--- config.mk ---
export PLATFORM = sky130hd
export DESIGN_NAME = uss_status_control
export DESIGN_NICKNAME = d
export VERILOG_FILES = /design/src/design/uss_status_control.v
export VERILOG_INCLUDE_DIRS = /design/src /design/src/pkg
export SDC_FILE = /design/constraint.sdc
export NUM_CORES = 1
export LEC_CHECK = 0
export ABC_AREA = 1
export BUFFER_PORTS_ARGS = -buffer_cell sky130_fd_sc_hd__clkbuf_2
export CAP_MARGIN = 0
export CELL_PAD_IN_SITES_DETAIL_PLACEMENT = 1
export CELL_PAD_IN_SITES_GLOBAL_PLACEMENT = 1
export CORE_MARGIN = 5
export CORE_UTILIZATION = 33
export DETAILED_ROUTE_END_ITERATION = 10
export PLACE_DENSITY_LB_ADDON = 0.05
export SYNTH_ARGS = -nofsm -noshare
export SYNTH_HDL_FRONTEND = slang
export SYNTH_SLANG_ARGS = --single-unit
--- constraint.sdc ---
create_clock -name clock_in -period 1.2 [get_ports clock_in]
set_clock_uncertainty 0.05 [all_clocks]
set_input_delay 0.06 -clock clock_in [delete_from_list [all_inputs] [get_ports clock_in]]
set_output_delay 0.06 -clock clock_in [all_outputs]
set_load 0.05 [all_outputs]
--- src/pkg/uss_regs.vh ---
// register offsets, field positions and reset values of the serial status/control block
`ifndef USS_REGS_VH
`define USS_REGS_VH

// ************************************************
// register offsets (byte addresses)
// ************************************************
`define USS_STATUS_CONTROL_OFF 4'h0
`define USS_LINE_CONFIG_OFF 4'h4

// ************************************************
// serial_status_control field positions
// ************************************************
`define USS_TX_IRQ_SELECT_HI 15
`define USS_TX_IDLE_POLARITY 14
`define USS_TX_IRQ_SELECT_LO 13
`define USS_UNUSED_BIT 12
`define USS_SEND_BREAK_REQUEST 11
`define USS_TX_ENABLE_BIT 10
`define USS_TX_BUFFER_FULL_FLAG 9
`define USS_TX_SHIFTER_EMPTY_FLAG 8
`define USS_RX_IRQ_SELECT_HI 7
`define USS_RX_IRQ_SELECT_LO 6
`define USS_ADDRESS_DETECT_ON 5
`define USS_RX_LINE_IDLE_FLAG 4
`define USS_PARITY_ERROR_FLAG 3
`define USS_FRAMING_ERROR_FLAG 2
`define USS_RX_OVERRUN_FLAG 1
`define USS_RX_DATA_AVAILABLE_FLAG 0

// line_config field positions
`define USS_INFRARED_ENCODE_ON 0

// ************************************************
// reset values
// ************************************************
`define USS_TX_IRQ_SELECT_RST 2'h0
`define USS_RX_IRQ_SELECT_RST 2'h0
`define USS_CTRL_BIT_RST 1'h0

// ************************************************
// mode encodings and buffer sizes
// ************************************************
`define USS_TXSEL_EACH_LOAD 2'h0
`define USS_TXSEL_ALL_DONE 2'h1
`define USS_TXSEL_BUF_EMPTY 2'h2
`define USS_TX_BUF_DEPTH 3'h4
`define USS_RX_BUF_FULL 3'h4
`define USS_RX_BUF_3Q 3'h3

// axi responses
`define USS_RESP_OKAY 2'h0
`define USS_RESP_DECERR 2'h3

`endif

--- src/design/uss_status_control.v ---
// serial transceiver status/control register with interrupt selection and pin steering
//
// Design decisions made here: the address map and register access over AXI4-Lite.
`timescale 1ns/1ps
`include "uss_regs.vh"

// Operation
// - mode 10: irq when load empties buffer
// - mode 01: irq when all transmission finished
// - mode 00: irq on each load; 11 reserved
// - encoding off: polarity set idles line low
// - encoding on: polarity set idles output high
// - break request sends break, hardware clears
// - enable hands transmit pin to transceiver
// - disable aborts, resets buffer, returns pin
// - read-only buffer full flag
// - shifter empty flag needs shifter and buffer
// - rx mode 11: irq at four characters
// - rx mode 10: irq at three characters
// - rx mode 0x: irq on every character
// - bit 12 always reads zero
module uss_status_control (
  // clock and reset
  input wire clock_in,
  input wire rst_n_in,
  // axi4-lite write address and data
  input wire [3:0] s_axi_awaddr_in,
  input wire s_axi_awvalid_in,
  output reg s_axi_awready_out,
  input wire [31:0] s_axi_wdata_in,
  input wire [3:0] s_axi_wstrb_in,
  input wire s_axi_wvalid_in,
  output reg s_axi_wready_out,
  output reg [1:0] s_axi_bresp_out,
  output reg s_axi_bvalid_out,
  input wire s_axi_bready_in,
  // axi4-lite read
  input wire [3:0] s_axi_araddr_in,
  input wire s_axi_arvalid_in,
  output reg s_axi_arready_out,
  output reg [31:0] s_axi_rdata_out,
  output reg [1:0] s_axi_rresp_out,
  output reg s_axi_rvalid_out,
  input wire s_axi_rready_in,
  // transmitter core
  input wire tx_load_in,
  input wire [2:0] tx_buf_count_in,
  input wire tx_shifter_busy_in,
  input wire tx_break_done_in,
  input wire tx_serial_in,
  input wire tx_encoded_in,
  input wire port_tx_in,
  output reg tx_enable_out,
  output reg tx_abort_out,
  output reg send_break_out,
  output reg serial_tx_pin_out,
  // receiver core
  input wire rx_xfer_in,
  input wire [2:0] rx_buf_count_in,
  input wire rx_line_idle_in,
  input wire parity_error_in,
  input wire framing_error_in,
  input wire rx_overrun_set_in,
  output reg address_detect_on_out,
  // interrupt pulses
  output reg tx_irq_out,
  output reg rx_irq_out
);

  // ************************************************
  // control state
  // ************************************************
  reg [1:0] tx_irq_select_q;
  reg tx_idle_polarity_q;
  reg send_break_request_q;
  reg tx_enable_bit_q;
  reg [1:0] rx_irq_select_q;
  reg address_detect_on_q;
  reg infrared_encode_on_q;
  reg rx_overrun_flag_q;
  reg shifter_empty_prev_q;
  reg aw_got_q;
  reg w_got_q;
  reg [3:0] awaddr_q;
  reg [31:0] wdata_q;
  reg [3:0] wstrb_q;

  wire tx_buffer_full_flag;
  wire tx_shifter_empty_flag;
  wire wr_fire;
  wire wr_status;
  wire wr_config;
  wire lane0;
  wire lane1;
  reg [15:0] status_word;
  reg [31:0] read_word;
  reg [1:0] read_resp;

  // ************************************************
  // buffer flags and write decode
  // ************************************************
  assign tx_buffer_full_flag = (tx_buf_count_in == `USS_TX_BUF_DEPTH);
  assign tx_shifter_empty_flag = !tx_shifter_busy_in
                                 && (tx_buf_count_in == 3'h0);
  assign wr_fire = aw_got_q && w_got_q && !s_axi_bvalid_out;
  assign wr_status = wr_fire && ({awaddr_q[3:2], 2'h0} == `USS_STATUS_CONTROL_OFF);
  assign wr_config = wr_fire && ({awaddr_q[3:2], 2'h0} == `USS_LINE_CONFIG_OFF);
  assign lane0 = wstrb_q[0];
  assign lane1 = wstrb_q[1];

  // ************************************************
  // read-back composition
  // ************************************************
  always @*
  begin
    status_word = 16'h0000;
    status_word[`USS_TX_IRQ_SELECT_HI] = tx_irq_select_q[1];
    status_word[`USS_TX_IDLE_POLARITY] = tx_idle_polarity_q;
    status_word[`USS_TX_IRQ_SELECT_LO] = tx_irq_select_q[0];
    status_word[`USS_UNUSED_BIT] = 1'b0;
    status_word[`USS_SEND_BREAK_REQUEST] = send_break_request_q;
    status_word[`USS_TX_ENABLE_BIT] = tx_enable_bit_q;
    status_word[`USS_TX_BUFFER_FULL_FLAG] = tx_buffer_full_flag;
    status_word[`USS_TX_SHIFTER_EMPTY_FLAG] = tx_shifter_empty_flag;
    status_word[`USS_RX_IRQ_SELECT_HI] = rx_irq_select_q[1];
    status_word[`USS_RX_IRQ_SELECT_LO] = rx_irq_select_q[0];
    status_word[`USS_ADDRESS_DETECT_ON] = address_detect_on_q;
    status_word[`USS_RX_LINE_IDLE_FLAG] = rx_line_idle_in;
    status_word[`USS_PARITY_ERROR_FLAG] = parity_error_in;
    status_word[`USS_FRAMING_ERROR_FLAG] = framing_error_in;
    status_word[`USS_RX_OVERRUN_FLAG] = rx_overrun_flag_q;
    status_word[`USS_RX_DATA_AVAILABLE_FLAG] = (rx_buf_count_in != 3'h0);
    read_word = 32'h0000_0000;
    read_resp = `USS_RESP_OKAY;
    case ({s_axi_araddr_in[3:2], 2'h0})
      `USS_STATUS_CONTROL_OFF: read_word = {16'h0000, status_word};
      `USS_LINE_CONFIG_OFF: read_word[`USS_INFRARED_ENCODE_ON] = infrared_encode_on_q;
      default: read_resp = `USS_RESP_DECERR;
    endcase
  end

  // ************************************************
  // axi4-lite write channel and control bits
  // ************************************************
  always @(posedge clock_in or negedge rst_n_in)
  begin
    if (!rst_n_in)
    begin
      s_axi_awready_out <= 1'b1;
      s_axi_wready_out <= 1'b1;
      s_axi_bvalid_out <= 1'b0;
      s_axi_bresp_out <= `USS_RESP_OKAY;
      aw_got_q <= 1'b0;
      w_got_q <= 1'b0;
      awaddr_q <= 4'h0;
      wdata_q <= 32'h0000_0000;
      wstrb_q <= 4'h0;
      tx_irq_select_q <= `USS_TX_IRQ_SELECT_RST;
      tx_idle_polarity_q <= `USS_CTRL_BIT_RST;
      send_break_request_q <= `USS_CTRL_BIT_RST;
      tx_enable_bit_q <= `USS_CTRL_BIT_RST;
      rx_irq_select_q <= `USS_RX_IRQ_SELECT_RST;
      address_detect_on_q <= `USS_CTRL_BIT_RST;
      infrared_encode_on_q <= `USS_CTRL_BIT_RST;
      rx_overrun_flag_q <= `USS_CTRL_BIT_RST;
      tx_abort_out <= 1'b0;
    end
    else
    begin
      tx_abort_out <= 1'b0;
      if (s_axi_awvalid_in && s_axi_awready_out)
      begin
        aw_got_q <= 1'b1;
        awaddr_q <= s_axi_awaddr_in;
        s_axi_awready_out <= 1'b0;
      end
      if (s_axi_wvalid_in && s_axi_wready_out)
      begin
        w_got_q <= 1'b1;
        wdata_q <= s_axi_wdata_in;
        wstrb_q <= s_axi_wstrb_in;
        s_axi_wready_out <= 1'b0;
      end
      if (wr_fire)
      begin
        aw_got_q <= 1'b0;
        w_got_q <= 1'b0;
        s_axi_bvalid_out <= 1'b1;
        s_axi_bresp_out <= (wr_status || wr_config) ? `USS_RESP_OKAY : `USS_RESP_DECERR;
      end
      if (s_axi_bvalid_out && s_axi_bready_in)
      begin
        s_axi_bvalid_out <= 1'b0;
        s_axi_awready_out <= 1'b1;
        s_axi_wready_out <= 1'b1;
      end
      if (wr_status && lane0)
      begin
        rx_irq_select_q <= wdata_q[`USS_RX_IRQ_SELECT_HI:`USS_RX_IRQ_SELECT_LO];
        address_detect_on_q <= wdata_q[`USS_ADDRESS_DETECT_ON];
      end
      if (wr_status && lane1)
      begin
        tx_irq_select_q <= {wdata_q[`USS_TX_IRQ_SELECT_HI], wdata_q[`USS_TX_IRQ_SELECT_LO]};
        tx_idle_polarity_q <= wdata_q[`USS_TX_IDLE_POLARITY];
        tx_enable_bit_q <= wdata_q[`USS_TX_ENABLE_BIT];
        // falling enable aborts the frame and empties the buffer
        if (tx_enable_bit_q && !wdata_q[`USS_TX_ENABLE_BIT])
          tx_abort_out <= 1'b1;
      end
      // break request: software set wins over hardware completion
      if (wr_status && lane1 && wdata_q[`USS_SEND_BREAK_REQUEST])
        send_break_request_q <= 1'b1;
      else if (tx_break_done_in)
        send_break_request_q <= 1'b0;
      // overrun: clear by writing zero, a new overrun wins
      if (rx_overrun_set_in)
        rx_overrun_flag_q <= 1'b1;
      else if (wr_status && lane0 && !wdata_q[`USS_RX_OVERRUN_FLAG])
        rx_overrun_flag_q <= 1'b0;
      if (wr_config && lane0)
        infrared_encode_on_q <= wdata_q[`USS_INFRARED_ENCODE_ON];
    end
  end

  // ************************************************
  // axi4-lite read channel
  // ************************************************
  always @(posedge clock_in or negedge rst_n_in)
  begin
    if (!rst_n_in)
    begin
      s_axi_arready_out <= 1'b1;
      s_axi_rvalid_out <= 1'b0;
      s_axi_rdata_out <= 32'h0000_0000;
      s_axi_rresp_out <= `USS_RESP_OKAY;
    end
    else
    begin
      if (s_axi_arvalid_in && s_axi_arready_out)
      begin
        s_axi_arready_out <= 1'b0;
        s_axi_rvalid_out <= 1'b1;
        s_axi_rdata_out <= read_word;
        s_axi_rresp_out <= read_resp;
      end
      else if (s_axi_rvalid_out && s_axi_rready_in)
      begin
        s_axi_rvalid_out <= 1'b0;
        s_axi_arready_out <= 1'b1;
      end
    end
  end

  // ************************************************
  // pin steering, interrupt pulses
  // ************************************************
  always @(posedge clock_in or negedge rst_n_in)
  begin
    if (!rst_n_in)
    begin
      serial_tx_pin_out <= 1'b1;
      tx_enable_out <= 1'b0;
      send_break_out <= 1'b0;
      address_detect_on_out <= 1'b0;
      tx_irq_out <= 1'b0;
      rx_irq_out <= 1'b0;
      shifter_empty_prev_q <= 1'b1;
    end
    else
    begin
      tx_enable_out <= tx_enable_bit_q;
      send_break_out <= send_break_request_q;
      address_detect_on_out <= address_detect_on_q;
      shifter_empty_prev_q <= tx_shifter_empty_flag;
      if (!tx_enable_bit_q)
        serial_tx_pin_out <= port_tx_in;
      else if (infrared_encode_on_q)
        serial_tx_pin_out <= tx_encoded_in ^ tx_idle_polarity_q;
      else
        serial_tx_pin_out <= tx_serial_in ^ tx_idle_polarity_q;
      // reserved select code stays silent
      case (tx_irq_select_q)
        `USS_TXSEL_EACH_LOAD: tx_irq_out <= tx_load_in;
        `USS_TXSEL_ALL_DONE: tx_irq_out <= tx_shifter_empty_flag
                                            && !shifter_empty_prev_q;
        `USS_TXSEL_BUF_EMPTY: tx_irq_out <= tx_load_in
                                             && (tx_buf_count_in == 3'h0);
        default: tx_irq_out <= 1'b0;
      endcase
      // any select with the high bit clear fires on every transfer
      case (rx_irq_select_q)
        2'h3: rx_irq_out <= rx_xfer_in
                            && (rx_buf_count_in == `USS_RX_BUF_FULL);
        2'h2: rx_irq_out <= rx_xfer_in
                            && (rx_buf_count_in == `USS_RX_BUF_3Q);
        default: rx_irq_out <= rx_xfer_in;
      endcase
    end
  end

endmodule

==> results.json, run 1 <==
{
  "avgViaCountPerCell": 4.20,
  "post-route-util_pct": 48.7,
  "synth_edf_count": 0,
  "path_clk_slew_ns": 0.10,
  "portBuffers": 70,
  "avgSynthCellArea_um2": 9.27,
  "min_period_over_period_pct": 110,
  "vdd_drop_max_mv": 0.787,
  "grt_max_degree": 57,
  "post_dp_cell_area_um2": 2840,
  "antenna_found_initial": 0,
  "path_buf_inv": 2,
  "violations": "negative setup slack",
  "crit_path_end_kind": "output port",
  "wl_um": 5890,
  "cts_num_sinks": 56,
  "clockBufferDepth": 2,
  "final_cell_area_um2": 3480,
  "grt_pass1_vias": 2043,
  "hold_ws_ns": 0.0437,
  "yosysMostFrequentCell": "nand2_1",
  "cts_buffers": 5,
  "ys_async_sr_fraction_pct": 100,
  "yosysTopAreaCell": "dfrtp_1",
  "overflow": 0,
  "synth.area.top_cells": "dfrtp_1 54%, nand2_1 13%, o21ai_0 6.1%",
  "status": "complete, but fails checks",
  "drv_slew": 0,
  "grt_first_pass_wirelength_um": 9360,
  "cts_root_buffer": "clkbuf_8",
  "drive_above_1_share_pct": 34.5,
  "period_minus_slack_ns": 1.32,
  "synthToLayoutAreaGrowth_pct": 46.4,
  "nets": 438,
  "startpoint_type": "register",
  "ant_nets": 0,
  "dp_hpwl_um": 4000,
  "ys_warn_count": 0,
  "diodes": 0,
  "ys_ff_latch": 56,
  "post_drt_wl_per_cell_um": 12.5,
  "yosys-top-cells-count": "81 x nand2_1, 51 x dfrtp_1, 35 x inv_1",
  "slowest_stage": "dfstp_4",
  "rsz0062_at_grt": "yes",
  "hold_path.class": "in2reg",
  "setup_ws_ns": -0.117,
  "slowest_delay_ns": 0.65,
  "h-tree-depth": 2,
  "power_density_nw_per_um2": 2120,
  "synth.cell_area_um2": 2370,
  "drc": 0,
  "die_y_um": 94.8,
  "p_total_mw": 7.39,
  "crit_type": "reg2out",
  "yosys_most_used_dff": "dfrtp_1",
  "crit_required_ns": 1.09,
  "finalSetupTns_ns": -0.972,
  "first_iter_violations": 62,
  "synth.distinct_cells": 23,
  "chipWidth_um": 94.8,
  "timing.final.hold_violations": 0,
  "initial_core_util_pct": 33.3,
  "cp_max_fo": 2,
  "worstPathArrival_ns": 1.21,
  "crit_family": "flip-flops",
  "core.rowCount": 31,
  "clk_latency_ns": 0.31,
  "ios": 116,
  "firstDrtPassIters": 3,
  "die_area_um2": 8990,
  "tritoncts": "yes",
  "synth_top_area_share_pct": 53.8,
  "syn_inst": 256,
  "core-area_um2": 7140,
  "track_usage_pct": 13.4,
  "vias": 1974,
  "p_leak_nw": 1.80,
  "gp_congestion": 0.748,
  "fmax_mhz": 759,
  "path_cells": "buf_6, clkbuf_16",
  "setup_violations": 16,
  "drv_cap": 0,
  "yosysSeqAreaShare_pct": 59.3
}
==> area by class of cell <==
type | instances | area, µm²
Multi-Input combinational cell | 159 | 842
Tap cell | 99 | 124
Timing Repair inverter | 1 | 16.3
Clock inverter | 1 | 7.51
Sequential cell | 56 | 1410
Clock buffer | 7 | 86.3
Fill cell | 877 | 3660
Timing Repair Buffer | 111 | 837
Inverter | 36 | 150
==> per-layer routing <==
metal | GRT usage [%] | wire, µm | share of wire [%]
met5 | 0 | 0 | 0
met4 | 4.33 | 75 | 1.3
met3 | 3.27 | 294 | 5.0
met2 | 23.3 | 3010 | 51
met1 | 16.3 | 2510 | 43
==> worst min-delay path, stage by stage <==
cell and delay, ns:
clkbuf_2 0.09, nor2_1 0.04, nand3_1 0.06, o211ai_1 0.08, nand2_1 0.06
==> state kept, by name (all words and copies together), names as in the netlist, 2 cells and up <==
signal           flops
wstrb_q              2
tx_irq_select_q      2
wdata_q             10
rx_irq_select_q      2
awaddr_q             2
s_axi_rdata_out     15
==> power by group <==
| part | switching [mW] | internal (mW) |
|---|---|---|
| Combinational | 2.22 | 1.04 |
| Sequential | 0.475 | 2.57 |
| Clock | 0.608 | 0.471 |
==> through the flow <==
| step | std cells | setup slack, ns |
|---|---|---|
| finish | 470 | -0.117 |
| global placement | 425 | 0.0104 |
| global route | 470 | -0.163 |
| CTS | 466 | -0.128 |
| floorplan | 272 | -0.0838 |
| detailed placement | 425 | -0.00590 |
==> final timing paths <==
path                       slack [ns]             endpoint            startpoint  cells after the start
max in group asynchronous        0.55    s_axi_awready_out              rst_n_in                      3
min                              0.04   s_axi_rdata_out[0]    s_axi_araddr_in[2]                      5
max reg2reg                     -0.08  s_axi_rdata_out[15]     s_axi_arready_out                      6
max                             -0.12    s_axi_arready_out     s_axi_arready_out                      2
min reg2reg                      0.39       send_break_out  send_break_request_q                      0
min in group asynchronous        0.23   s_axi_rdata_out[4]              rst_n_in                      3
==> what timing repair did <==
| item | 4_1_cts | 5_1_grt |
|---|---|---|
| setup buffers | 1 | 3 |
| gates cloned | 0 | 2 |
| gates resized for setup | 13 | 39 |
| endpoints found under the hold margin | 86 | 0 |
| pin swaps | 0 | 10 |
| endpoints found under the setup margin | 16 | 27 |
| hold buffers | 32 | 0 |
==> cells in the final DEF, fill, tap and decap left out, drive strengths merged <==
| cell type | count |
|---|---|
| a21oi | 1 |
| buf | 11 |
| clkbuf | 75 |
| clkinv | 2 |
| clkinvlp | 1 |
| conb | 17 |
| dfrtp | 51 |
| dfstp | 5 |
| dlygate4sd3 | 32 |
| inv | 35 |
| nand2 | 83 |
| nand3 | 11 |
| nand4 | 2 |
| nor2 | 7 |
| nor3 | 3 |
| o211ai | 1 |
| o21ai | 34 |
==> cells by family after synthesis <==
family	after synthesis	share of synthesized area, %
other	1	0.158
flip-flops	56	59.3
buffers and inverters	58	12.5
AND/OR/NAND/NOR	105	20.3
AO/OA/AOI/OAI	36	7.70
No activity file was read; power rests on OpenSTA's default activity.
==> inputs of run 2 (changes only) <==
Settings changed: ABC_AREA 1 to unset, CORE_UTILIZATION 33 to 35.
==> results.json, run 2 <==
{
  "post_drt_wl_per_cell_um": 15.6,
  "h-tree-depth": 2,
  "layout.cells.non_filler": 372,
  "die_area_um2": 8410,
  "yosysTopAreaCell": "dfrtp_1",
  "drive_above_1_share_pct": 50.2,
  "path_buf_inv": 1,
  "final_cell_mix": "65 x clkbuf_2, 50 x dfrtp_1, 33 x dlygate4sd3_1",
  "slew_headroom_pct": 65.2,
  "diodes": 0,
  "avgViaCountPerCell": 4.59,
  "rsz0062_at_grt": "yes",
  "swShare_pct": 38.9,
  "cts_num_sinks": 56,
  "clk_latency_ns": 0.30,
  "core-area_um2": 6420,
  "firstDrtPassIters": 4,
  "r2r_slack_ns": -0.17,
  "period_minus_slack_ns": 1.37,
  "ys_async_sr_fraction_pct": 100,
  "vias": 1706,
  "vdd_drop_max_mv": 1.14,
  "clockPowerShare_pct": 15.8,
  "tritoncts": "yes",
  "pre_cts_ws_ns": -0.191,
  "p_leak_nw": 1.75,
  "multiInputGateArea_um2": 857,
  "path_clk_slew_ns": 0.09,
  "track_usage_pct": 13.5,
  "regMostFlops": "s_axi_rdata_out",
  "ys_warn_count": 0,
  "nets": 362,
  "reg.largest.list": "s_axi_rdata_out: 15 flops, wdata_q: 10 flops",
  "ios": 116,
  "worst_slew_pin_slew_ns": 0.517,
  "status": "complete, but fails checks",
  "drv_slew": 0,
  "grt_pass1_vias": 1874,
  "fmax_mhz": 729,
  "synth.distinct_cells": 38,
  "cts_buffers": 5,
  "core.rowCount": 29,
  "synthToLayoutAreaGrowth_pct": 50.0,
  "worstPathArrival_ns": 1.52,
  "grt_max_degree": 57,
  "min_period_over_period_pct": 114,
  "crit_family": "flip-flops",
  "cts_root_buffer": "clkbuf_8",
  "yosys-top-cells-count": "51 x dfrtp_1, 20 x buf_4, 17 x mux2_2",
  "drv_cap": 0,
  "synth.cell_area_um2": 2340,
  "path_cells": "and3b_2, buf_6, nand4b_2, mux2_4",
  "power_density_nw_per_um2": 2180,
  "drc": 0,
  "ff_latch_area_um2": 1410,
  "gp_congestion": 0.756,
  "yosysSeqAreaShare_pct": 60.3,
  "startpoint_type": "register",
  "synth_edf_count": 0,
  "setup_violations": 29,
  "portBuffers": 70,
  "violations": "negative setup slack",
  "yosysMostFrequentCell": "dfrtp_1",
  "antenna_found_initial": 0,
  "clockBufferDepth": 2,
  "fill_cells": 664,
  "crit_required_ns": 1.34,
  "share_seq_of_total_power_pct": 40.6,
  "yosys_most_used_dff": "dfrtp_1",
  "mostFrequentLayoutCell": "clkbuf_2",
  "ys_ff_latch": 56,
  "syn_inst": 166,
  "p_total_mw": 7.63,
  "ant_nets": 0,
  "hold_path.class": "in2reg",
  "switchingPower_mw": 2.97,
  "slowest_stage": "dfrtp_2",
  "crit_type": "reg2reg",
  "setup_ws_ns": -0.172,
  "synth_top_area_share_pct": 54.6,
  "slowest_delay_ns": 0.41,
  "placed_cells": 325,
  "timing.final.hold_violations": 0,
  "die_y_um": 91.7,
  "chipWidth_um": 91.7,
  "dp_hpwl_um": 4100,
  "grt_first_pass_wirelength_um": 9070,
  "initial_core_util_pct": 36.4,
  "synth.area.top_cells": "dfrtp_1 55%, mux2_2 8.2%, buf_4 6.4%",
  "overflow": 0,
  "largest_reg_flops": 15,
  "pwr-share-comb_pct": 43.6,
  "cp_max_fo": 3,
  "wl_um": 5800,
  "crit_path_end_kind": "register",
  "p_int_mw": 4.66,
  "avgSynthCellArea_um2": 14.1,
  "first_iter_violations": 24
}
-- run 2: logic make-up after synthesis --
logic type             count (synthesis)  share of synthesized area (%)
AND/OR/NAND/NOR                       26                           8.09
multiplexers                          27                           14.2
AO/OA/AOI/OAI                         26                           8.68
XOR/XNOR                               1                          0.375
flip-flops                            56                           60.3
other                                  1                          0.161
buffers and inverters                 29                           8.25
-- run 2: final timing paths --
path                                          start                     to  cells after the start
worst min register to register  address_detect_on_q  address_detect_on_out                      0
min in group asynchronous                  rst_n_in    s_axi_rdata_out[11]                      3
max in group asynchronous                  rst_n_in      s_axi_awready_out                      3
worst min-delay path             rx_buf_count_in[2]             rx_irq_out                      3
worst max-delay path               s_axi_bvalid_out   infrared_encode_on_q                      4
worst max register to register     s_axi_bvalid_out   infrared_encode_on_q                      4
-- run 2: through the flow --
| step | setup TNS, ns | area, µm² | hold slack (ns) | util, % |
|---|---|---|---|---|
| global placement | -2.62 | 2890 | 0.0319 | 44.9 |
| CTS | -3.70 | 3410 | -0.106 | 53.1 |
| detailed placement | -3.27 | 2890 | 0.0355 | 44.9 |
| global route | -5.03 | 3500 | 0.0884 | 54.6 |
| finish | -3.72 | 3500 | 0.0767 | 54.6 |
| floorplan | -6.97 | 2450 | -0.286 | - |
-- run 2: cell type report --
| class | count | share of cell area (%) |
|---|---|---|
| clock buffers | 6 | 2.07 |
| flip-flops and latches | 56 | 40.3 |
| inverters | 6 | 0.643 |
| multi-input cells | 97 | 24.5 |
| clock inverters | 2 | 1.00 |
| well taps | 77 | 2.75 |
| repair buffers | 128 | 28.8 |
-- run 2: timing repair --
action | 4_1_cts | 5_1_grt
hold buffers | 30 | 3
buffers inserted | 3 | 4
cloned | 0 | 0
endpoints found under the setup margin | 44 | 32
endpoints found under the hold margin | 85 | 1
pin swaps | 5 | 7
resized for setup | 20 | 4
-- run 2: metal layers --
| metal | vias up | part of all wire (%) | wire [µm] | global-route usage [%] |
|---|---|---|---|---|
| li1 | 799 | - | - | - |
| met1 | 846 | 40 | 2330 | 15.6 |
| met2 | 57 | 53 | 3100 | 24.7 |
| met3 | 4 | 6.1 | 353 | 4.09 |
| met4 | 0 | 0.35 | 20 | 2.97 |
| met5 | - | 0 | 0 | 0 |
-- run 2: worst reg2reg max path: stages (launching register included) --
cell,delay [ns]
dfrtp_2,0.41
and3b_2,0.27
buf_6,0.12
nand4b_2,0.11
mux2_4,0.31
-- run 2: power by group through the flow --
stage          registers, mW  logic [mW]  clock network (mW)
3_5_place_dp            3.13        2.93                   0
6_report                3.10        3.32                1.20
5_1_grt                 3.18        3.51                1.32
4_1_cts                 3.11        3.27                1.25
3_3_place_gp            3.08        2.88                   0
2_1_floorplan           3.90        1.33                   0
==> inputs of run 3 (changes only) <==
Settings changed: GPL_TIMING_DRIVEN set to 0.
==> results.json, run 3 (synthesis gave the netlist of run 2 again) <==
{
  "crit_type": "reg2reg",
  "portBuffers": 70,
  "tritoncts": "yes",
  "crit_required_ns": 1.34,
  "cts_root_buffer": "clkbuf_8",
  "h-tree-depth": 2,
  "core.rowCount": 29,
  "multiInputGateArea_um2": 881,
  "grt_first_pass_wirelength_um": 8870,
  "slowest_delay_ns": 0.40,
  "die_area_um2": 8410,
  "clk_latency_ns": 0.30,
  "drc": 0,
  "min_period_over_period_pct": 114,
  "violations": "negative hold slack, negative setup slack",
  "p_leak_nw": 1.84,
  "worstPathArrival_ns": 1.51,
  "cts_buffers": 5,
  "post-route-util_pct": 56.2,
  "final_cell_area_um2": 3610,
  "worst_slew_pin_slew_ns": 0.751,
  "slew_headroom_pct": 49.9,
  "ff_latch_area_um2": 1410,
  "slowest_stage": "dfrtp_2",
  "fmax_mhz": 730,
  "grt_pass1_vias": 1860,
  "hold_ws_ns": -0.107,
  "drive_above_1_share_pct": 53.2,
  "overflow": 0,
  "die_y_um": 91.7,
  "hold_path.class": "in2reg",
  "timing.final.hold_violations": 1,
  "period_minus_slack_ns": 1.37,
  "ant_nets": 0,
  "reg.largest.list": "s_axi_rdata_out: 15 flops, wdata_q: 10 flops",
  "vdd_drop_max_mv": 1.07,
  "antenna_found_initial": 0,
  "post_dp_cell_area_um2": 2900,
  "post_drt_wl_per_cell_um": 14.1,
  "initial_core_util_pct": 36.4,
  "gp_congestion": 0.713,
  "avgViaCountPerCell": 4.45,
  "core-area_um2": 6420,
  "track_usage_pct": 13.1,
  "synthToLayoutAreaGrowth_pct": 54.4,
  "startpoint_type": "register",
  "cp_max_fo": 6,
  "largest_reg_flops": 15,
  "status": "complete, but fails checks",
  "fill_cells": 664,
  "final_cell_mix": "62 x clkbuf_2, 50 x dfrtp_1, 32 x dlygate4sd3_1",
  "drv_slew": 0,
  "diodes": 0,
  "rsz0062_at_grt": "yes",
  "regMostFlops": "s_axi_rdata_out",
  "drv_cap": 0,
  "setup_violations": 42,
  "crit_family": "flip-flops",
  "clockBufferDepth": 2,
  "path_clk_slew_ns": 0.09,
  "nets": 375,
  "wl_um": 5450,
  "grt_max_degree": 57,
  "power_density_nw_per_um2": 2110,
  "firstDrtPassIters": 4,
  "cts_num_sinks": 56,
  "setup_ws_ns": -0.170,
  "ios": 116,
  "first_iter_violations": 31,
  "p_total_mw": 7.61,
  "vias": 1712,
  "dp_hpwl_um": 3850,
  "chipWidth_um": 91.7,
  "finalSetupTns_ns": -3.84,
  "crit_path_end_kind": "register",
  "mostFrequentLayoutCell": "clkbuf_2",
  "path_cells": "and3b_1, buf_6, nand3_4, mux2_4",
  "path_buf_inv": 1
}
## run 3: stage by stage
step	setup WS (ns)	hold WS [ns]	cells
after floorplan	-0.281	-0.286	182
after global placement	-0.353	0.181	329
after detailed placement	-0.224	0.153	329
after CTS	-0.189	-0.112	377
after global routing	-0.216	-0.131	385
final	-0.170	-0.107	385
## run 3: what timing repair did
action,4_1_cts,5_1_grt
pin swaps,4,6
buffers inserted,9,6
hold endpoints to repair,81,1
gates resized for setup,15,22
hold buffers,30,2
cloned,1,0
endpoints found under the setup margin,42,49
## run 3: report_power, final
part	switching (mW)	internal (mW)	total [mW]	leakage [nW]
Combinational	1.86	1.48	3.34	1.08
Clock	0.569	0.620	1.19	0.0552
Sequential	0.503	2.57	3.08	0.705
Total	2.93	4.68	7.61	1.84
## run 3: area by class of cell
type	count	area share, %
flip-flops and latches	56	39.2
repair buffers	118	24.5
multi-input cells	97	24.4
plain buffers	23	5.69
well taps	77	2.67
clock buffers	6	2.01
clock inverters	2	0.971
inverters	6	0.624
## run 3: per-layer routing
| metal | routed length, µm | part of all wire [%] | GRT usage [%] |
|---|---|---|---|
| met1 | 2410 | 44 | 16.2 |
| met2 | 2620 | 48 | 22.2 |
| met4 | 55 | 1.0 | 3.71 |
| met5 | 0 | 0 | 0 |
| met3 | 363 | 6.7 | 3.93 |
## run 3: worst paths after layout
check	startpoint	end	slack (ns)	depth (start not counted)
min in group asynchronous	rst_n_in	s_axi_rdata_out[11]	0.35	2
min reg2reg	address_detect_on_q	address_detect_on_out	0.38	0
max	s_axi_bvalid_out	tx_enable_bit_q	-0.17	4
max reg2reg	s_axi_bvalid_out	tx_enable_bit_q	-0.17	4
min	tx_buf_count_in[1]	shifter_empty_prev_q	-0.11	2
max in group asynchronous	rst_n_in	s_axi_bvalid_out	0.22	2
